File: src/include/prsc_regs.svh
// Register offsets, field positions, reset values and timing counts of the reference state controller.
`ifndef PRSC_REGS_SVH
`define PRSC_REGS_SVH

`define PRSC_ADDR_W 8
`define PRSC_OFF_CTRL 8'h00
`define PRSC_OFF_MON0 8'h04
`define PRSC_OFF_MON1 8'h08
`define PRSC_OFF_STATUS 8'h0C
`define PRSC_OFF_IRQ_STAT 8'h10
`define PRSC_OFF_IRQ_MASK 8'h14
`define PRSC_OFF_LOAD 8'h18

`define PRSC_CTRL_W 7
`define PRSC_CTRL_RESET 7'h00
`define PRSC_CTRL_CHOICE_LSB 0
`define PRSC_CTRL_REVERT_BIT 2
`define PRSC_CTRL_PRIO_BIT 3
`define PRSC_CTRL_HOLD_LSB 4
`define PRSC_CTRL_SRC_BIT 6

`define PRSC_MON_RESET 17'h00100

`define PRSC_IRQ_W 5
`define PRSC_IRQ_RESET 5'h00
`define PRSC_IRQ_LOS0_BIT 0
`define PRSC_IRQ_LOS1_BIT 1
`define PRSC_IRQ_LOCK_BIT 2
`define PRSC_IRQ_HOLD_BIT 3
`define PRSC_IRQ_LOAD_BIT 4

`define PRSC_LOAD_START_BIT 0
`define PRSC_LOAD_SRC_BIT 1

`define PRSC_VALIDATE_EDGES 4'h8
`define PRSC_LOAD_WORDS 2'h3

`endif

File: src/include/prsc_pkg.sv
// Types shared by the reference state controller.
package prsc_pkg;

    typedef enum logic [1:0] {
        PRSC_FREE_RUN,
        PRSC_LOCK,
        PRSC_HOLDOVER
    } prsc_pll_state_type;

    typedef enum logic [1:0] {
        PRSC_CHOICE_AUTO,
        PRSC_CHOICE_REF0,
        PRSC_CHOICE_REF1,
        PRSC_CHOICE_PIN
    } prsc_choice_type;

    typedef enum logic [1:0] {
        PRSC_LD_IDLE,
        PRSC_LD_FETCH,
        PRSC_LD_WAIT
    } prsc_load_state_type;

endpackage

File: src/rtl/prsc_top.sv
// Reference state controller: input monitors, reference selection, PLL state and register file.
`timescale 1ns/1ps
`default_nettype none
`include "prsc_regs.svh"

module prsc_top
    import prsc_pkg::*;
#(
    parameter int MON_W = 17,
    parameter logic [31:0] OTP_WORD0 = 32'h0000_0000,
    parameter logic [31:0] OTP_WORD1 = 32'h0000_0100,
    parameter logic [31:0] OTP_WORD2 = 32'h0000_0100,
    parameter logic [31:0] OTP_WORD3 = 32'h0000_0000
) (
    input wire logic pclk,
    input wire logic presetn,
    input wire logic psel,
    input wire logic penable,
    input wire logic pwrite,
    input wire logic [`PRSC_ADDR_W-1:0] paddr,
    input wire logic [31:0] pwdata,
    output logic [31:0] prdata,
    output logic pready,
    output logic pslverr,
    input wire logic ref_clk0,
    input wire logic ref_clk1,
    input wire logic clock_select_pin,
    output logic [1:0] pll_state,
    output logic selected_ref,
    output logic freeze_tracking,
    output logic hitless_switch,
    output logic [1:0] holdover_steer,
    output logic lock_status_pin,
    output logic holdover_status_pin,
    output logic [1:0] loss_of_signal_flag,
    output logic interrupt_out_n,
    output logic eeprom_rd_req,
    output logic [1:0] eeprom_rd_addr,
    input wire logic [31:0] eeprom_rd_data,
    input wire logic eeprom_rd_valid
);

    if (MON_W < 2 || MON_W > 17) begin : g_bad_width
        $error("MON_W must lie between 2 and 17");
    end

    ////////////////////////////////////////////////////////////////////////////////
    // Registers and APB decode.

    logic [`PRSC_CTRL_W-1:0] ctrl_r;
    logic [MON_W-1:0] mon_target_r [2];
    logic [`PRSC_IRQ_W-1:0] irq_stat_r;
    logic [`PRSC_IRQ_W-1:0] irq_mask_r;
    logic [`PRSC_IRQ_W-1:0] irq_event;
    logic pready_r;
    logic [31:0] prdata_r;
    logic pslverr_r;
    logic apb_done;
    logic apb_wr;
    logic addr_ok;
    logic [31:0] rd_word;

    prsc_pll_state_type state_r;
    logic sel_r;
    logic [1:0] los_r;
    logic [1:0] soft_r;
    logic switch_r;
    logic irq_n_r;

    prsc_load_state_type ld_state_r;
    logic ld_src_r;
    logic [1:0] ld_idx_r;
    logic ld_pending_r;
    logic ld_word_ok;
    logic [31:0] ld_word;
    logic ld_done;
    logic eeprom_req_r;
    logic ld_cmd;

    // A one-cycle wait state lets read data leave from a flop.
    assign apb_done = psel && penable && pready_r;
    assign apb_wr = apb_done && pwrite && addr_ok;

    always_comb begin
        addr_ok = 1'b1;
        rd_word = 32'h0000_0000;
        case (paddr)
            `PRSC_OFF_CTRL: rd_word = 32'(ctrl_r);
            `PRSC_OFF_MON0: rd_word = 32'(mon_target_r[0]);
            `PRSC_OFF_MON1: rd_word = 32'(mon_target_r[1]);
            `PRSC_OFF_STATUS: rd_word = {24'h000000, ld_state_r != PRSC_LD_IDLE, soft_r, los_r, sel_r, state_r};
            `PRSC_OFF_IRQ_STAT: rd_word = 32'(irq_stat_r);
            `PRSC_OFF_IRQ_MASK: rd_word = 32'(irq_mask_r);
            `PRSC_OFF_LOAD: rd_word = {30'h00000000, ld_src_r, ld_state_r != PRSC_LD_IDLE};
            default: addr_ok = 1'b0;
        endcase
    end

    always_ff @(posedge pclk or negedge presetn) begin
        if (!presetn) begin
            pready_r <= 1'b0;
            prdata_r <= 32'h0000_0000;
            pslverr_r <= 1'b0;
        end else begin
            pready_r <= psel && penable && !pready_r;
            if (psel && penable && !pready_r) begin
                prdata_r <= pwrite ? 32'h0000_0000 : rd_word;
                pslverr_r <= !addr_ok;
            end else begin
                pslverr_r <= 1'b0;
            end
        end
    end

    // The loader wins over a software write that lands in the same cycle.
    always_ff @(posedge pclk or negedge presetn) begin
        if (!presetn) begin
            ctrl_r <= `PRSC_CTRL_RESET;
            mon_target_r[0] <= MON_W'(`PRSC_MON_RESET);
            mon_target_r[1] <= MON_W'(`PRSC_MON_RESET);
            irq_mask_r <= `PRSC_IRQ_RESET;
        end else if (ld_word_ok) begin
            case (ld_idx_r)
                2'h0: ctrl_r <= ld_word[`PRSC_CTRL_W-1:0];
                2'h1: mon_target_r[0] <= ld_word[MON_W-1:0];
                2'h2: mon_target_r[1] <= ld_word[MON_W-1:0];
                default: irq_mask_r <= ld_word[`PRSC_IRQ_W-1:0];
            endcase
        end else if (apb_wr) begin
            case (paddr)
                `PRSC_OFF_CTRL: ctrl_r <= pwdata[`PRSC_CTRL_W-1:0];
                `PRSC_OFF_MON0: mon_target_r[0] <= pwdata[MON_W-1:0];
                `PRSC_OFF_MON1: mon_target_r[1] <= pwdata[MON_W-1:0];
                `PRSC_OFF_IRQ_MASK: irq_mask_r <= pwdata[`PRSC_IRQ_W-1:0];
                default: ;
            endcase
        end
    end

    ////////////////////////////////////////////////////////////////////////////////
    // Pin synchronisers: three flops; a select pin change counts once the last two agree, a reference rising edge when the middle one is high and the last low.

    logic [2:0] ref0_sync_r;
    logic [2:0] ref1_sync_r;
    logic [2:0] clock_select_pin_sync_r;
    logic clock_select_pin_r;
    logic [1:0] ref_edge;

    always_ff @(posedge pclk or negedge presetn) begin
        if (!presetn) begin
            ref0_sync_r <= 3'h0;
            ref1_sync_r <= 3'h0;
            clock_select_pin_sync_r <= 3'h0;
            clock_select_pin_r <= 1'b0;
        end else begin
            ref0_sync_r <= {ref0_sync_r[1:0], ref_clk0};
            ref1_sync_r <= {ref1_sync_r[1:0], ref_clk1};
            clock_select_pin_sync_r <= {clock_select_pin_sync_r[1:0], clock_select_pin};
            if (clock_select_pin_sync_r[1] == clock_select_pin_sync_r[2]) begin
                clock_select_pin_r <= clock_select_pin_sync_r[2];
            end
        end
    end

    assign ref_edge[0] = ref0_sync_r[1] && !ref0_sync_r[2];
    assign ref_edge[1] = ref1_sync_r[1] && !ref1_sync_r[2];

    ////////////////////////////////////////////////////////////////////////////////
    // Input monitors.

    logic [MON_W-1:0] mon_cnt_r [2];
    logic [3:0] val_cnt_r [2];
    logic [1:0] los_set;
    logic [1:0] los_clr;

    always_comb begin
        for (int i = 0; i < 2; i++) begin
            los_set[i] = !ref_edge[i] && mon_cnt_r[i] >= mon_target_r[i] && soft_r[i] && !los_r[i];
            los_clr[i] = ref_edge[i] && los_r[i] && val_cnt_r[i] == `PRSC_VALIDATE_EDGES - 4'h1;
        end
    end

    always_ff @(posedge pclk or negedge presetn) begin
        if (!presetn) begin
            for (int i = 0; i < 2; i++) begin
                mon_cnt_r[i] <= '0;
                val_cnt_r[i] <= 4'h0;
            end
            soft_r <= 2'b00;
            // Both inputs count as failed until they have been validated.
            los_r <= 2'b11;
        end else begin
            for (int i = 0; i < 2; i++) begin
                if (ref_edge[i]) begin
                    mon_cnt_r[i] <= '0;
                    soft_r[i] <= 1'b0;
                    if (los_clr[i]) begin
                        los_r[i] <= 1'b0;
                        val_cnt_r[i] <= 4'h0;
                    end else if (los_r[i]) begin
                        val_cnt_r[i] <= val_cnt_r[i] + 4'h1;
                    end
                end else if (mon_cnt_r[i] >= mon_target_r[i]) begin
                    mon_cnt_r[i] <= '0;
                    if (soft_r[i]) begin
                        los_r[i] <= 1'b1;
                    end
                    soft_r[i] <= 1'b1;
                    val_cnt_r[i] <= 4'h0;
                end else begin
                    mon_cnt_r[i] <= mon_cnt_r[i] + MON_W'(1);
                end
            end
        end
    end

    ////////////////////////////////////////////////////////////////////////////////
    // Reference selection and PLL state.

    prsc_choice_type choice;
    logic revertive;
    logic prio_ref;
    logic [1:0] valid;
    logic sel_nxt;

    assign choice = prsc_choice_type'(ctrl_r[`PRSC_CTRL_CHOICE_LSB +: 2]);
    assign revertive = ctrl_r[`PRSC_CTRL_REVERT_BIT];
    assign prio_ref = ctrl_r[`PRSC_CTRL_PRIO_BIT];
    assign valid = ~los_r;

    always_comb begin
        sel_nxt = sel_r;
        case (choice)
            PRSC_CHOICE_AUTO: begin
                if (valid[prio_ref] && (revertive || !valid[sel_r])) begin
                    sel_nxt = prio_ref;
                end else if (!valid[sel_r] && valid[!sel_r]) begin
                    sel_nxt = !sel_r;
                end
            end
            PRSC_CHOICE_REF0: sel_nxt = 1'b0;
            PRSC_CHOICE_REF1: sel_nxt = 1'b1;
            PRSC_CHOICE_PIN: sel_nxt = clock_select_pin_r;
            default: sel_nxt = sel_r;
        endcase
    end

    always_ff @(posedge pclk or negedge presetn) begin
        if (!presetn) begin
            state_r <= PRSC_FREE_RUN;
            sel_r <= 1'b0;
            switch_r <= 1'b0;
        end else begin
            sel_r <= sel_nxt;
            // A change to a valid input while locked keeps the loop closed and flags a hitless switch.
            switch_r <= state_r == PRSC_LOCK && sel_nxt != sel_r && valid[sel_nxt];
            case (state_r)
                PRSC_FREE_RUN: begin
                    if (valid[sel_nxt]) begin
                        state_r <= PRSC_LOCK;
                    end
                end
                PRSC_LOCK: begin
                    if (!valid[sel_nxt]) begin
                        state_r <= PRSC_HOLDOVER;
                    end
                end
                PRSC_HOLDOVER: begin
                    if (valid[sel_nxt]) begin
                        state_r <= PRSC_LOCK;
                    end
                end
                default: state_r <= PRSC_FREE_RUN;
            endcase
        end
    end

    ////////////////////////////////////////////////////////////////////////////////
    // Interrupt status: set wins over a write-one clear in the same cycle.

    assign irq_event[`PRSC_IRQ_LOS0_BIT] = los_set[0] || los_clr[0];
    assign irq_event[`PRSC_IRQ_LOS1_BIT] = los_set[1] || los_clr[1];
    assign irq_event[`PRSC_IRQ_LOCK_BIT] = state_r != PRSC_LOCK && valid[sel_nxt];
    assign irq_event[`PRSC_IRQ_HOLD_BIT] = state_r == PRSC_LOCK && !valid[sel_nxt];
    assign irq_event[`PRSC_IRQ_LOAD_BIT] = ld_done;

    always_ff @(posedge pclk or negedge presetn) begin
        if (!presetn) begin
            irq_stat_r <= `PRSC_IRQ_RESET;
            irq_n_r <= 1'b1;
        end else begin
            if (apb_wr && paddr == `PRSC_OFF_IRQ_STAT) begin
                irq_stat_r <= (irq_stat_r & ~pwdata[`PRSC_IRQ_W-1:0]) | irq_event;
            end else begin
                irq_stat_r <= irq_stat_r | irq_event;
            end
            irq_n_r <= ~|(irq_stat_r & irq_mask_r);
        end
    end

    ////////////////////////////////////////////////////////////////////////////////
    // Settings loader: after reset from OTP, later on command from either source.

    assign ld_cmd = apb_wr && paddr == `PRSC_OFF_LOAD && pwdata[`PRSC_LOAD_START_BIT];
    assign ld_word_ok = (ld_state_r == PRSC_LD_FETCH && !ld_src_r) ||
                        (ld_state_r == PRSC_LD_WAIT && eeprom_rd_valid);
    assign ld_done = ld_word_ok && ld_idx_r == `PRSC_LOAD_WORDS;

    always_comb begin
        case (ld_idx_r)
            2'h0: ld_word = ld_src_r ? eeprom_rd_data : OTP_WORD0;
            2'h1: ld_word = ld_src_r ? eeprom_rd_data : OTP_WORD1;
            2'h2: ld_word = ld_src_r ? eeprom_rd_data : OTP_WORD2;
            default: ld_word = ld_src_r ? eeprom_rd_data : OTP_WORD3;
        endcase
    end

    always_ff @(posedge pclk or negedge presetn) begin
        if (!presetn) begin
            ld_state_r <= PRSC_LD_IDLE;
            ld_src_r <= 1'b0;
            ld_idx_r <= 2'h0;
            ld_pending_r <= 1'b1;
            eeprom_req_r <= 1'b0;
        end else begin
            case (ld_state_r)
                PRSC_LD_IDLE: begin
                    if (ld_pending_r || ld_cmd) begin
                        ld_pending_r <= 1'b0;
                        ld_src_r <= ld_cmd ? pwdata[`PRSC_LOAD_SRC_BIT] : ctrl_r[`PRSC_CTRL_SRC_BIT];
                        ld_idx_r <= 2'h0;
                        ld_state_r <= PRSC_LD_FETCH;
                    end
                end
                PRSC_LD_FETCH: begin
                    if (ld_src_r) begin
                        eeprom_req_r <= 1'b1;
                        ld_state_r <= PRSC_LD_WAIT;
                    end else if (ld_done) begin
                        ld_state_r <= PRSC_LD_IDLE;
                    end else begin
                        ld_idx_r <= ld_idx_r + 2'h1;
                    end
                end
                PRSC_LD_WAIT: begin
                    if (eeprom_rd_valid) begin
                        eeprom_req_r <= 1'b0;
                        ld_state_r <= ld_done ? PRSC_LD_IDLE : PRSC_LD_FETCH;
                        ld_idx_r <= ld_done ? ld_idx_r : ld_idx_r + 2'h1;
                    end
                end
                default: ld_state_r <= PRSC_LD_IDLE;
            endcase
        end
    end

    ////////////////////////////////////////////////////////////////////////////////
    // Registered outputs.

    always_ff @(posedge pclk or negedge presetn) begin
        if (!presetn) begin
            freeze_tracking <= 1'b0;
            holdover_steer <= 2'b00;
            lock_status_pin <= 1'b0;
            holdover_status_pin <= 1'b0;
            loss_of_signal_flag <= 2'b11;
            eeprom_rd_addr <= 2'h0;
        end else begin
            freeze_tracking <= state_r == PRSC_LOCK && soft_r[sel_r];
            holdover_steer <= state_r == PRSC_HOLDOVER ? ctrl_r[`PRSC_CTRL_HOLD_LSB +: 2] : 2'b00;
            lock_status_pin <= state_r == PRSC_LOCK;
            holdover_status_pin <= state_r == PRSC_HOLDOVER;
            loss_of_signal_flag <= los_r;
            eeprom_rd_addr <= ld_idx_r;
        end
    end

    assign prdata = prdata_r;
    assign pready = pready_r;
    assign pslverr = pslverr_r;
    assign pll_state = state_r;
    assign selected_ref = sel_r;
    assign hitless_switch = switch_r;
    assign interrupt_out_n = irq_n_r;
    assign eeprom_rd_req = eeprom_req_r;

endmodule

`default_nettype wire

File: config.mk
export PLATFORM = sky130hd
export DESIGN_NAME = prsc_top
export DESIGN_NICKNAME = d
export VERILOG_FILES = /design/src/include/prsc_pkg.sv /design/src/rtl/prsc_top.sv
export VERILOG_INCLUDE_DIRS = /design/src /design/src/include
export SDC_FILE = /design/constraint.sdc
export NUM_CORES = 1
export LEC_CHECK = 0
export CAP_MARGIN = 20
export CORE_UTILIZATION = 34
export DETAILED_ROUTE_END_ITERATION = 12
export DONT_BUFFER_PORTS = 1
export GPL_ROUTABILITY_DRIVEN = 0
export SLEW_MARGIN = 40
export SYNTH_ARGS = -nofsm -noshare
export SYNTH_HDL_FRONTEND = slang
export SYNTH_SLANG_ARGS = --single-unit
File: constraint.sdc
create_clock -name pclk -period 2.2 [get_ports pclk]
set_input_delay 0.33 -clock pclk [delete_from_list [all_inputs] [get_ports pclk]]
set_output_delay 0.33 -clock pclk [all_outputs]
set_load 0.005 [all_outputs]
# Word level (Yosys, flattened, before mapping)
# Index checks and enable logic that the tools add are counted.
dict set report op_classes {
  eq_ne 36
  bitwise_logic 6
  n_addsub 5
  muxes 78
  order_cmp 6
  reduce_logical 83
}
# op count
set op_table {}
lappend op_table {{$mux W17} 11}
lappend op_table {{$pmux W17 S7} 1}
lappend op_table {{$mux W34} 2}
lappend op_table {{$add A17 B1 Y17 const B} 2}
lappend op_table {{$ge A17 B17 Y1} 2}
lappend op_table {{$mux W32} 1}
lappend op_table {{$mux W4} 8}
lappend op_table {{$logic_and A1 B1 Y1} 30}
lappend op_table {{$mux W1} 30}
lappend op_table {{$mux W7} 4}
lappend op_table {{$mux W5} 5}
lappend op_table {{$eq A8 B5 Y1 const B} 3}
lappend op_table {{$reduce_and A3 Y1} 8}
lappend op_table {{$mux W2} 11}
lappend op_table {{$reduce_bool A2 Y1} 11}
lappend op_table {{$eq A8 B4 Y1 const B} 2}
lappend op_table {{$ne A2 B1 Y1 const B} 7}
lappend op_table {{$logic_not A1 Y1} 13}
lappend op_table {{$eq A2 B2 Y1 const B} 6}
lappend op_table {{$ne A2 B2 Y1 const B} 6}
lappend op_table {{$pmux W2 S3} 2}
lappend op_table {{$and A5 B5 Y5} 2}
lappend op_table {{$or A5 B5 Y5} 2}
lappend op_table {{$add A4 B1 Y4 const B} 2}
lappend op_table {{24 further kinds} 43}
dict set report word_totals {
  elab_cells 249
  inputBits 81
  output_inout_bits 49
  reg_bits 162
}

# Logic depth before layout (Yosys ltp)
# Gate-level depths: netlist of the first run.
dict set report logic_depth {
  word_depth 14
  ltp_mapped 9
  depth_no_buf 7
}

# Worst setup path before layout of the first run
# Ideal clock, no wire load.
dict set report synth_path {
  path_type {reg2reg}
  startpoint {register mon_target_r[25] (netlist name)}
  endpoint {register mon_cnt_r[24] (netlist name)}
  setup_ns 0.136
  path_buffers 1
  path_stages_with_launch 8
  path_slack_ns 0.026
  t_required_ns 2.064
  synth_period_minus_slack_ns 2.174
  arrival_time_ns 2.038
  cell_sequence {dfstp_2 -> inv_1 -> ha_1 -> nand2_1 -> or4_1 -> o211ai_1 -> clkbuf_1 -> nor3_1}
}
dict set report synth_between {
  elab_chain_len 3
}
# element line
set synth_rtl {}
lappend synth_rtl {{start, declared} prsc_top.sv:51} ;# logic [MON_W-1:0] mon_target_r [2];
lappend synth_rtl {{$ge A17 B17 Y1} prsc_top.sv:203} ;# end else if (mon_cnt_r[i] >= mon_target_r[i]) begin
lappend synth_rtl {{$mux W17} prsc_top.sv:203}
lappend synth_rtl {{$mux W17} prsc_top.sv:194} ;# if (ref_edge[i]) begin
lappend synth_rtl {{end signal, assigned by index} prsc_top.sv:211} ;# mon_cnt_r[i] <= mon_cnt_r[i] + MON_W'(1);
lappend synth_rtl {{end, declared} prsc_top.sv:171} ;# logic [MON_W-1:0] mon_cnt_r [2];
# Every way passes these cells.
# A chain may end at the register's enable or synchronous reset.

# Worst setup path after layout of the first run
dict set report layout_path {
  startpoint {register mon_target_r[25] (netlist name)}
  endpoint {register los_r[0]}
}
dict set report layout_between {
  elab_chain_len 3
}
# element line
set layout_rtl {}
lappend layout_rtl {{$ge A17 B17 Y1} prsc_top.sv:203}
lappend layout_rtl {{$reduce_bool A2 Y1 (no source line)} --}
lappend layout_rtl {{$reduce_and A3 Y1 (no source line)} --}
lappend layout_rtl {{end signal, assigned} prsc_top.sv:191} ;# los_r <= 2'b11;
lappend layout_rtl {{end signal, assigned by index} prsc_top.sv:198} ;# los_r[i] <= 1'b0;
lappend layout_rtl {{end signal, assigned by index} prsc_top.sv:206} ;# los_r[i] <= 1'b1;
lappend layout_rtl {{end, declared} prsc_top.sv:65} ;# logic [1:0] los_r;
# Every way passes these cells.

==> results of run 1 <==
report_power, final:
part	internal (mW)	switching [mW]
registers	3.30	0.526
logic	1.23	1.20
clock network	1.84	1.17
sequential cells by signal (all words and copies together), names as in the netlist, 2 cells and up:
register                 count
holdover_steer               2
val_cnt_r                    8
ref0_sync_r                  3
soft_r                       2
mon_target_r                34
ld_idx_r                     2
ctrl_r                       7
los_r                        2
eeprom_rd_addr               2
loss_of_signal_flag          2
ld_state_r                   2
irq_stat_r                   5
irq_mask_r                   5
ref1_sync_r                  3
clock_select_pin_sync_r      3
pll_state                    2
prdata                      17
mon_cnt_r                   34
cells in the mapped netlist (2+ instances only):
cell type,count
sky130_fd_sc_hd__nor4_1,3
sky130_fd_sc_hd__buf_4,15
sky130_fd_sc_hd__nand2b_1,8
sky130_fd_sc_hd__nand4_1,13
sky130_fd_sc_hd__a22oi_1,11
sky130_fd_sc_hd__and2_1,5
sky130_fd_sc_hd__a41o_1,2
sky130_fd_sc_hd__nand3b_1,3
sky130_fd_sc_hd__nand2_1,67
sky130_fd_sc_hd__o21ai_0,12
sky130_fd_sc_hd__ha_1,47
sky130_fd_sc_hd__a21o_1,4
sky130_fd_sc_hd__xnor2_1,14
sky130_fd_sc_hd__nand2_2,3
sky130_fd_sc_hd__mux4_2,6
sky130_fd_sc_hd__and3_1,7
sky130_fd_sc_hd__nand3_1,17
sky130_fd_sc_hd__a22o_1,26
sky130_fd_sc_hd__dfrtp_1,139
sky130_fd_sc_hd__mux2_1,6
sky130_fd_sc_hd__nor3_1,25
sky130_fd_sc_hd__a221oi_1,3
sky130_fd_sc_hd__buf_6,2
sky130_fd_sc_hd__o21ai_1,10
sky130_fd_sc_hd__dfstp_2,8
sky130_fd_sc_hd__clkbuf_1,20
sky130_fd_sc_hd__xor2_1,18
sky130_fd_sc_hd__o22ai_1,9
sky130_fd_sc_hd__a211oi_1,2
sky130_fd_sc_hd__nand4b_1,2
sky130_fd_sc_hd__a31oi_1,2
sky130_fd_sc_hd__a2bb2oi_1,2
sky130_fd_sc_hd__mux2_2,41
sky130_fd_sc_hd__mux2i_1,12
sky130_fd_sc_hd__buf_2,3
sky130_fd_sc_hd__nor2_1,38
sky130_fd_sc_hd__a21oi_1,30
sky130_fd_sc_hd__o21a_1,5
sky130_fd_sc_hd__nor2b_1,7
sky130_fd_sc_hd__inv_1,53
sky130_fd_sc_hd__o211ai_1,3
layout make-up:
type / count / area, um2 / area share [%]
multi-input combinational: 502 / 3711 / 41.66
sequential: 147 / 3689 / 41.40
clock buffer: 20 / 456.7 / 5.126
tap: 280 / 350.3 / 3.933
timing repair buffer: 37 / 347.8 / 3.905
inverter: 53 / 198.9 / 2.233
clock inverter: 12 / 155.1 / 1.742
how the worst min path moves through the flow:
stage / startpoint / end
floorplan: presetn / clock_select_pin_r$_DFFE_PN0N_
global placement: presetn / ld_idx_r[1]$_DFFE_PN0P_
CTS: presetn / ref0_sync_r[2]$_DFF_PN0_
finish: presetn / eeprom_rd_req$_DFFE_PN0P_
detailed placement: presetn / ld_state_r[1]$_DFFE_PN0P_
global route: presetn / pready$_DFF_PN0_
metal layers:
metal | up-vias | GRT usage, %
met2 | 81 | 25.86
met5 | - | 0
met4 | 0 | 5.532
met3 | 23 | 3.289
li1 | 2616 | -
met1 | 2712 | 21.80
through the flow:
step	setup WS, ps	cells	area, um2	hold WS [ps]	utilization, %
CTS	35.60	1048	8850	-415.7	40.06
finish	75.02	1051	8909	-392.7	40.32
global route	12.18	1051	8909	-422.2	40.32
detailed placement	29.61	1013	8208	42.31	37.15
floorplan	25.93	743	7804	34.41	-
global placement	74.84	1013	8208	41.54	37.15
timing repair:
item / 4_1_cts / 5_1_grt
buffers inserted: 0 / 1
gates resized for setup: 0 / 6
endpoints found under the setup margin: 0 / 64
endpoints found under the hold margin: 150 / 147
cells by family after synthesis:
family	after synthesis	synth area share [%]
buf+inv	94	5.520
compound gates	132	11.80
flops	147	47.59
mux	65	10.12
simple gates	210	13.59
other cells	1	0.04838
xor+xnor	32	3.616
fa+ha+maj	48	7.716
==> impl_summary.txt, run 1 <==
----------------------------------------------------
[Setup path]
  Slowest stage cell, crit path ... sky130_fd_sc_hd__dfstp_2
  Critical Path RT ... 2570 ps
  Crit-path max FO ... 6
  Startpoint kind of the worst setup timing path ... flop
  Critical path capture point type ... flop
  Cell Chain, Critical Path ... inv_1, ha_4, nand2_1, or4_1, o211ai_1, buf_4, clkbuf_16, a32o_1
  Crit Path Category ... reg2reg
  R2R setup slack ... 80 ps
  Kind of cell with the highest combined delay on the critical path ... flip-flops
  Logic depth of the worst path, buffers included ... 8
  Worst setup path endpoint ... los_r[0]$_DFFE_PN1P_
  Slowest Stage Delay on Critical Path ... 530 ps
  Launch instance of the worst register-to-register path ... mon_target_r[25]$_DFFE_PN1P_
  Reg2reg path depth ... 8
  Count of buffering cells on the critical path with inverters included ... 3
  Data arrival, critical path ... 2490 ps
  Worst setup startpoint ... mon_target_r[25]$_DFFE_PN1P_
  RR Endpoint ... los_r[0]$_DFFE_PN1P_

[Yosys]
  Flip-flop and latch count after synthesis ... 147
  Cell variety after synth ... 67
  Post-synthesis average cell area ... 10.63 um2
  Synth Cell Area ... 7751 um2
  Register area share after synthesis ... 47.59%
  Post-synth ARST share ... 100.0%
  Number of synthesized flops with an enable pin ... 0
  Largest area contributor in the netlist ... sky130_fd_sc_hd__dfrtp_1
  Number of cells produced by synthesis ... 729
  Fraction of synthesized cell area taken by the top area cell type ... 44.87%
  Ranking of synthesized cells by area ... sky130_fd_sc_hd__dfrtp_1, sky130_fd_sc_hd__ha_1, sky130_fd_sc_hd__mux2_2
  Ys Warns ... 0
  Most used flip-flop cell after synthesis ... sky130_fd_sc_hd__dfrtp_1

[Timing]
  Final min period ... 2125 ps
  Final sum of negative setup slack ... 0 ps
  Transition at the pin with the smallest max-transition slack ... 591.7 ps
  Worst slack on hold paths ... -392.7 ps
  Setup violations, final ... 0
  Unrepaired setup endpoints after global routing ... no
  Rel. slew slack ... 60.19%
  Number of pins with negative max-slew slack in the final report ... 0
  Final period util ... 96.59%
  Max Clock Skew ... 9.650 ps
  Fmax achieved ... 470.6 MHz
  Hold Violations, Final ... 147

[Cells and area]
  Fraction of final layout cells with drive strength greater than 1 ... 17.77%
  Most used cells in the layout excluding fill and tap cells ... sky130_fd_sc_hd__dfrtp_1, sky130_fd_sc_hd__nand2_1, sky130_fd_sc_hd__inv_1, sky130_fd_sc_hd__ha_1, sky130_fd_sc_hd__mux2_2
  Antenna cells ... 0
  Total of fill cells in the finished design ... 2,073
  Commonest non-fill, non-tap cell in the layout ... sky130_fd_sc_hd__dfrtp_1
  NumNets Final ... 886
  Syn-to-layout area delta ... 14.93%

[Floorplan]
  Height of the die ... 153.0 um
  Overall die area ... 23,410 um2
  I/O pin count ... 130
  Die boundary width ... 153.0 um
  Starting Density ... 35.08%
  Number of rows in the core area ... 54
  Core ar. ... 22,090 um2

[Clock network]
  Num CTS Buffers ... 17
  Clock sinks ... 147
  Clock network latency to the later pin of the worst-skew pair ... 430 ps
  Number of H-tree levels ... 4
  Clock slew at the register clock pins of the worst setup and hold paths ... 60 ps
  Count of hold-fix buffers inserted at cts ... 3
  TritonCTS clock tree ... built
  Maximum root-to-sink buffer count ... 2
  Root cell of the clock tree ... sky130_fd_sc_hd__clkbuf_16

[Power]
  Total design power ... 9.272 mW
  Cell area power density ... 1041 nW/um2
  Largest vdd supply drop ... 0.5856 mV
  Static Leakage ... 3.986 nW

[Route]
  Post-route antenna net violation count ... 0
  Via-to-Cell Ratio ... 5.168
  Uppermost routed layer ... met4
  Routed wire per std cell ... 17.31 um
  Overall via count from detail_route ... 5,432
  DRT iter0 DRCs ... 320
  Number of design rule violations left after detail routing ... 0
  Met1 Wirelength ... 8633 um
  WL met3 ... 463 um
  Final wirelength ... 18,190 um
  First drt pass iteration count ... 5
  Met2 wire len ... 8794 um

[Worst hold path]
  Class of the tightest hold or removal check ... in2async

[Global route]
  Via count of the first global-routing pass ... 5,428
  First-pass GRT wire length ... 29,620 um
  Global Route Usage Sum ... 16.17%
  Initial antenna violation count ... 0
  GR Overflow Total ... 0
  Pin count of the biggest net entering global routing ... 148

[Flow run]
  Max-cap check violation count ... 0

[Place]
  DP HPWL ... 12,950 um
  Port Buffers ... 0

[Run status]
  Result of the run ... finished with violations
  Violated checks ... hold timing

----------------------------------------------------
(Power assumes the default switching activity.)
==> inputs of run 2 (changes only) <==
Settings changed: CORE_MARGIN set to 3, PLACE_DENSITY set to 0.5.
==> run 2 against run 1 <==
The flow still finishes with violations (hold timing). Routed wire length increased by 4.4%. Clock power hardly changed. Via count is 0.66% higher. Design area grew 0.59%. Die area up 5.3%. Hold slack lost 15 ps. Combinational power about the same. Global-route usage fell by 0.50 points. Largest cell class unchanged.
==> impl_summary.txt, run 2 (synthesized netlist as in run 1, its figures left out) <==
----------------------------------------------------
[Route]
  Overall via count from detail_route ... 5,468 (was 5,432)
  Via-to-Cell Ratio ... 5.173 (was 5.168)
  Number of design rule violations left after detail routing ... 0 (unchanged)
  First drt pass iteration count ... 4 (was 5)
  Final wirelength ... 18,990 um (was 18,190 um)
  DRT iter0 DRCs ... 220 (was 320)
  Post-route antenna net violation count ... 0 (unchanged)
  Routed wire per std cell ... 17.96 um (was 17.31 um)

[Global route]
  GRT met2 Usage ... 25.90% (was 25.86%)
  GR Overflow Total ... 0 (unchanged)
  Pin count of the biggest net entering global routing ... 148 (unchanged)
  Global Route met3 Usage ... 3.189% (was 3.289%)
  Global Route Usage Sum ... 15.67% (was 16.17%)
  First-pass GRT wire length ... 30,080 um (was 29,620 um)
  Via count of the first global-routing pass ... 5,461 (was 5,428)
  Met1 global-route usage ... 20.86% (was 21.80%)
  Initial antenna violation count ... 0 (unchanged)
  Layer with the highest usage after global routing ... met2 (unchanged)

[Worst hold path]
  Class of the tightest hold or removal check ... in2async (unchanged)

[Clock network]
  TritonCTS clock tree ... built (unchanged)
  Num CTS Buffers ... 17 (unchanged)
  Clock network latency to the later pin of the worst-skew pair ... 430 ps (about the same)
  Clock sinks ... 147 (unchanged)
  Maximum root-to-sink buffer count ... 2 (unchanged)
  Number of H-tree levels ... 4 (unchanged)
  Clock slew at the register clock pins of the worst setup and hold paths ... 70 ps (was 60 ps)
  Count of hold-fix buffers inserted at cts ... 3 (unchanged)
  Root cell of the clock tree ... sky130_fd_sc_hd__clkbuf_16 (unchanged)

[Floorplan]
  Core ar. ... 22,090 um2 (unchanged)
  I/O pin count ... 130 (unchanged)
  Die boundary width ... 157.0 um (was 153.0 um)
  Number of rows in the core area ... 54 (unchanged)
  Starting Density ... 35.08% (unchanged)
  Height of the die ... 157.0 um (was 153.0 um)
  Overall die area ... 24,650 um2 (was 23,410 um2)

[Setup path]
  Cell Chain, Critical Path ... inv_1, ha_4, nand2_1, or4_1, o211ai_1, buf_4, clkbuf_16, a32o_1 (unchanged)
  Reg2reg path depth ... 8 (unchanged)
  Startpoint kind of the worst setup timing path ... flop (unchanged)
  Crit Path Category ... reg2reg (unchanged)
  Slowest stage cell, crit path ... sky130_fd_sc_hd__dfstp_2 (unchanged)
  Launch instance of the worst register-to-register path ... mon_target_r[25]$_DFFE_PN1P_ (unchanged)
  R2R setup slack ... 90 ps (was 80 ps)
  Count of buffering cells on the critical path with inverters included ... 3 (unchanged)
  Kind of cell with the highest combined delay on the critical path ... flip-flops (unchanged)
  RR Endpoint ... los_r[0]$_DFFE_PN1P_ (unchanged)
  Slowest Stage Delay on Critical Path ... 530 ps (about the same)
  Crit-path max FO ... 6 (unchanged)
  Critical path capture point type ... flop (unchanged)
  Data arrival, critical path ... 2470 ps (was 2490 ps)
  Critical Path RT ... 2560 ps (was 2570 ps)

[Timing]
  Setup slack after layout ... 88.86 ps (was 75.02 ps)
  Hold Violations, Final ... 147 (unchanged)
  Number of pins with negative max-slew slack in the final report ... 0 (unchanged)
  Setup violations, final ... 0 (unchanged)
  Worst slack on hold paths ... -407.7 ps (was -392.7 ps)
  Final period util ... 95.96% (was 96.59%)
  Fmax achieved ... 473.7 MHz (was 470.6 MHz)
  Rel. slew slack ... 57.90% (was 60.19%)
  Max Clock Skew ... 9.365 ps (was 9.650 ps)
  Transition at the pin with the smallest max-transition slack ... 625.8 ps (was 591.7 ps)
  Final min period ... 2111 ps (was 2125 ps)

[Flow run]
  Max-cap check violation count ... 0 (unchanged)

[Power]
  Clock network fraction of total power ... 32.6% (was 32.4%)
  Static Leakage ... 4.021 nW (was 3.986 nW)
  Switching power share of the total ... 31.75% (was 31.20%)
  Total design power ... 9.334 mW (was 9.272 mW)
  Power share of the sequential group ... 41.2% (was 41.3%)
  Largest vdd supply drop ... 0.4317 mV (was 0.5856 mV)
  Power share of the combinational group ... 26.2% (about the same)
  Internal power ... 6.371 mW (was 6.379 mW)
  Cell area power density ... 1042 nW/um2 (was 1041 nW/um2)
  Switching pwr ... 2.964 mW (was 2.893 mW)

[Cells and area]
  Commonest non-fill, non-tap cell in the layout ... sky130_fd_sc_hd__dfrtp_1 (unchanged)
  Total of fill cells in the finished design ... 2,108 (was 2,073)
  Antenna cells ... 0 (unchanged)
  Syn-to-layout area delta ... 15.61% (was 14.93%)
  NumNets Final ... 892 (was 886)
  Fraction of final layout cells with drive strength greater than 1 ... 18.40% (was 17.77%)
  Most used cells in the layout excluding fill and tap cells ... sky130_fd_sc_hd__dfrtp_1, sky130_fd_sc_hd__nand2_1, sky130_fd_sc_hd__inv_1, sky130_fd_sc_hd__ha_1, sky130_fd_sc_hd__mux2_2 (unchanged)

[Run status]
  Violated checks ... hold timing (unchanged)
  Result of the run ... finished with violations (unchanged)

[Place]
  Port Buffers ... 0 (unchanged)
  Worst Setup Slack post-DPL ... 45.40 ps (was 29.61 ps)
  DP HPWL ... 13,830 um (was 12,950 um)

----------------------------------------------------
[run 2: worst max-delay path by stage]
stage                                      start                         to  slack [ps]  cells after the start
floorplan           mon_target_r[25]$_DFFE_PN1P_    mon_cnt_r[24]$_DFF_PN0_          30                      7
global placement                        paddr[1]  irq_mask_r[1]$_DFFE_PN0P_          70                      5
detailed placement                      paddr[1]  irq_mask_r[2]$_DFFE_PN0P_          50                      5
CTS                      mon_cnt_r[30]$_DFF_PN0_       los_r[0]$_DFFE_PN1P_          30                      6
global route        mon_target_r[25]$_DFFE_PN1P_       los_r[0]$_DFFE_PN1P_         -30                      8
finish              mon_target_r[25]$_DFFE_PN1P_       los_r[0]$_DFFE_PN1P_          90                      8
[run 2: timing repair]
action                     in CTS  in global routing
hold endpoints to repair      150                147
setup buffers                   0                  7
resized for setup               0                  5
setup endpoints to repair       0                 44
[run 2: worst register-to-register path, stage by stage (launching register included)]
cell	delay [ps]
sky130_fd_sc_hd__dfstp_2	530
sky130_fd_sc_hd__inv_1	70
sky130_fd_sc_hd__ha_4	270
sky130_fd_sc_hd__nand2_1	50
sky130_fd_sc_hd__or4_1	460
sky130_fd_sc_hd__o211ai_1	190
sky130_fd_sc_hd__buf_4	170
sky130_fd_sc_hd__clkbuf_16	150
sky130_fd_sc_hd__a32o_1	160
[run 2: power by group through the flow]
| stage | logic, mW | clock network (mW) | registers, mW |
|---|---|---|---|
| after global placement | 2.32 | 0 | 3.88 |
| final | 2.45 | 3.04 | 3.84 |
| after detailed placement | 2.40 | 0 | 3.90 |
| after global routing | 2.78 | 3.22 | 3.94 |
| after CTS | 2.42 | 3.12 | 3.85 |
| after floorplan | 1.81 | 0 | 3.70 |
[run 2: area by class of cell]
class,count,area [um2],share of cell area [%]
multi-input combinational,502,3714,41.44
sequential,147,3689,41.16
clock buffer,18,439.2,4.901
timing repair buffer,43,392.9,4.384
tap,280,350.3,3.910
inverter,53,198.9,2.220
clock inverter,14,177.7,1.983
[run 2: routing by layer]
metal	part of all wire, %	up-vias
met2	50	99
met1	46	2721
met5	0	-
met3	2.8	17
met4	1.3	0
li1	-	2631
[run 2: per-stage QoR]
stage               instance area, um2  hold slack [ps]  instances  TNS [ps]  util (%)
floorplan                         7804            34.41        743         0         -
global placement                  8208            39.11       1013         0     37.15
detailed placement                8208            39.39       1013         0     37.15
CTS                               8855           -435.0       1048         0     40.08
global route                      8961           -432.4       1057    -239.9     40.56
finish                            8961           -407.7       1057         0     40.56
==> inputs of run 3 (changes only) <==
Settings changed: PLACE_DENSITY 0.5 to 0.48.
Clock period 2.2 ns to 2.05 ns, I/O delays scaled along.
==> run 3 against run 2 <==
The run ends with hold timing, setup timing left. Sequential share of layout area is 1.6 points lower. Combinational power up 19%. Non-clock buffer count up 23. Largest power group unchanged. Largest cell class unchanged.
==> impl_summary.txt, run 3 (synthesized netlist as in run 1, its figures left out) <==
----------------------------------------------------
[Power]
  Largest vdd supply drop ... 0.5731 mV (was 0.4317 mV)
  Internal power ... 6.808 mW (was 6.371 mW)
  Static Leakage ... 4.142 nW (was 4.021 nW)
  Power share of the sequential group ... 40.8% (was 41.2%)
  Power share of the combinational group ... 28.8% (was 26.2%)
  Cell area power density ... 1081 nW/um2 (was 1042 nW/um2)
  Switching power share of the total ... 32.51% (was 31.75%)
  Switching pwr ... 3.279 mW (was 2.964 mW)
  Clock network fraction of total power ... 30.3% (was 32.6%)

[Clock network]
  Count of hold-fix buffers inserted at cts ... 3 (unchanged)
  Number of H-tree levels ... 4 (unchanged)
  Clock network latency to the later pin of the worst-skew pair ... 430 ps (about the same)
  Clock sinks ... 147 (unchanged)
  Root cell of the clock tree ... sky130_fd_sc_hd__clkbuf_16 (unchanged)
  Clock slew at the register clock pins of the worst setup and hold paths ... 60 ps (was 70 ps)
  TritonCTS clock tree ... built (unchanged)
  Maximum root-to-sink buffer count ... 2 (unchanged)
  Num CTS Buffers ... 17 (unchanged)

[Place]
  Port Buffers ... 0 (unchanged)
  DP HPWL ... 14,200 um (was 13,830 um)
  Instance area at placement ... 8423 um2 (was 8208 um2)

[Cells and area]
  Antenna cells ... 0 (unchanged)
  Commonest non-fill, non-tap cell in the layout ... sky130_fd_sc_hd__dfrtp_1 (unchanged)
  Most used cells in the layout excluding fill and tap cells ... sky130_fd_sc_hd__dfrtp_1, sky130_fd_sc_hd__nand2_1, sky130_fd_sc_hd__buf_4, sky130_fd_sc_hd__inv_1, sky130_fd_sc_hd__ha_1 (was sky130_fd_sc_hd__dfrtp_1, sky130_fd_sc_hd__nand2_1, sky130_fd_sc_hd__inv_1, sky130_fd_sc_hd__ha_1, sky130_fd_sc_hd__mux2_2)
  Fraction of final layout cells with drive strength greater than 1 ... 24.38% (was 18.40%)
  Syn-to-layout area delta ... 20.42% (was 15.61%)
  Post-Layout Inst Area ... 9334 um2 (was 8961 um2)
  Total of fill cells in the finished design ... 2,093 (was 2,108)
  NumNets Final ... 915 (was 892)

[Global route]
  Global Route Usage Sum ... 16.26% (was 15.67%)
  First-pass GRT wire length ... 31,160 um (was 30,080 um)
  Pin count of the biggest net entering global routing ... 148 (unchanged)
  Initial antenna violation count ... 0 (unchanged)
  Via count of the first global-routing pass ... 5,710 (was 5,461)
  GR Overflow Total ... 0 (unchanged)

[Setup path]
  Reg2reg path depth ... 7 (was 8)
  Startpoint kind of the worst setup timing path ... flop (unchanged)
  Crit Path Category ... reg2reg (unchanged)
  R2R setup slack ... -50 ps (was 90 ps)
  Launch instance of the worst register-to-register path ... mon_cnt_r[29]$_DFF_PN0_ (was mon_target_r[25]$_DFFE_PN1P_)
  Slowest Stage Delay on Critical Path ... 510 ps (was 530 ps)
  Cell Chain, Critical Path ... ha_4, nand4_1, or4_4, o211ai_1, buf_4, buf_12, a32o_1 (was inv_1, ha_4, nand2_1, or4_1, o211ai_1, buf_4, clkbuf_16, a32o_1)
  Crit-path max FO ... 6 (unchanged)
  Critical Path RT ... 2410 ps (was 2560 ps)
  Slowest stage cell, crit path ... sky130_fd_sc_hd__or4_4 (was sky130_fd_sc_hd__dfstp_2)
  Data arrival, critical path ... 2460 ps (was 2470 ps)
  RR Endpoint ... los_r[0]$_DFFE_PN1P_ (unchanged)
  Critical path capture point type ... flop (unchanged)

[Route]
  Number of design rule violations left after detail routing ... 0 (unchanged)
  Final wirelength ... 19,300 um (was 18,990 um)
  Post-route antenna net violation count ... 0 (unchanged)
  Routed wire per std cell ... 17.87 um (was 17.96 um)
  Overall via count from detail_route ... 5,568 (was 5,468)
  DRT iter0 DRCs ... 271 (was 220)
  First drt pass iteration count ... 4 (unchanged)
  Via-to-Cell Ratio ... 5.156 (was 5.173)

[Timing]
  Max Clock Skew ... 15.25 ps (was 9.365 ps)
  Unrepaired setup endpoints after global routing ... yes
  Setup slack after layout ... -45.68 ps (was 88.86 ps)
  Number of pins with negative max-slew slack in the final report ... 0 (unchanged)
  Fmax achieved ... 477.2 MHz (was 473.7 MHz)
  Final period util ... 102.2% (was 95.96%)
  Transition at the pin with the smallest max-transition slack ... 544.5 ps (was 625.8 ps)
  Final sum of negative setup slack ... -704.2 ps (was 0 ps)
  Rel. slew slack ... 63.37% (was 57.90%)
  Final min period ... 2096 ps (was 2111 ps)
  Hold Violations, Final ... 145 (was 147)
  Setup violations, final ... 24 (was 0)
  Worst slack on hold paths ... -415.1 ps (was -407.7 ps)

[Run status]
  Violated checks ... hold timing, setup timing (was hold timing)
  Result of the run ... finished with violations (unchanged)

[Floorplan]
  Starting Density ... 35.08% (unchanged)
  I/O pin count ... 130 (unchanged)
  Overall die area ... 24,650 um2 (unchanged)
  Core ar. ... 22,090 um2 (unchanged)
  Die boundary width ... 157.0 um (unchanged)
  Number of rows in the core area ... 54 (unchanged)
  Height of the die ... 157.0 um (unchanged)

[Worst hold path]
  Class of the tightest hold or removal check ... in2async (unchanged)

[Flow run]
  Max-cap check violation count ... 0 (unchanged)

----------------------------------------------------
[run 3: cell count changes in the layout (fill, tap and decap cells not counted), moves of 3 or more]
cell,before,now
sky130_fd_sc_hd__nor3_4,1,7
sky130_fd_sc_hd__nor3_2,1,11
sky130_fd_sc_hd__nor3_1,25,9
sky130_fd_sc_hd__clkinv_4,3,0
sky130_fd_sc_hd__buf_4,34,55
[run 3: worst max-delay path by stage]
stage / from / endpoint / slack [ps] / depth (start not counted)
after floorplan: mon_cnt_r[33]$_DFF_PN0_ / mon_cnt_r[24]$_DFF_PN0_ / -40 / 6
after global placement: mon_cnt_r[31]$_DFF_PN0_ / los_r[0]$_DFFE_PN1P_ / -40 / 6
after detailed placement: paddr[1] / irq_mask_r[3]$_DFFE_PN0P_ / -70 / 5
after CTS: mon_target_r[25]$_DFFE_PN1P_ / los_r[0]$_DFFE_PN1P_ / -40 / 8
after global routing: mon_cnt_r[29]$_DFF_PN0_ / los_r[0]$_DFFE_PN1P_ / -150 / 7
final: mon_cnt_r[29]$_DFF_PN0_ / los_r[0]$_DFFE_PN1P_ / -50 / 7
[run 3: worst max-delay path: cells and delay by family (launching register included)]
kind            cells  cell delay (ps)
flops               1              420
buf+inv             2              320
compound gates      2              380
fa+ha+maj           1              290
simple gates        2              620
[run 3: area by class of cell]
type                       instances  area, um2  area share (%)
multi-input combinational        502       3905           41.84
tap                              280      350.3           3.753
sequential                       147       3690           39.53
inverter                          53      198.9           2.131
clock buffer                      20      456.7           4.893
timing repair buffer              66      614.3           6.582
clock inverter                    12      118.9           1.273
[run 3: per-layer routing]
layer / vias up / global-route usage [%] / wire (um)
li1: 2673 / - / -
met1: 2790 / 21.88 / 8955
met2: 93 / 26.72 / 9547
met3: 12 / 3.464 / 613
met4: 0 / 4.335 / 184
met5: - / 0 / 0
[run 3: repair_timing]
| action | 4_1_cts | 5_1_grt |
|---|---|---|
| resized for setup | 13 | 28 |
| pin swaps | 10 | 13 |
| hold endpoints to repair | 150 | 147 |
| endpoints found under the setup margin | 27 | 89 |
| buffers inserted | 5 | 0 |
| cloned | 2 | 1 |
[run 3: metrics by stage]
stage	power (mW)	utilization [%]	hold slack (ps)	setup WS, ps	instances
2_1_floorplan	5.937	-	11.91	-38.72	743
3_3_place_gp	6.846	38.12	18.55	-35.60	1037
3_5_place_dp	6.963	38.12	18.25	-66.39	1037
4_1_cts	10.16	41.53	-442.1	-40.01	1079
5_1_grt	10.77	42.25	-448.8	-152.0	1080
6_report	10.09	42.25	-415.1	-45.68	1080
[run 3: power groups by stage]
stage	logic [mW]	registers, mW	clock network [mW]
global placement	2.69	4.15	0
global route	3.29	4.23	3.25
detailed placement	2.79	4.17	0
CTS	2.90	4.12	3.14
floorplan	1.96	3.98	0
finish	2.91	4.12	3.06
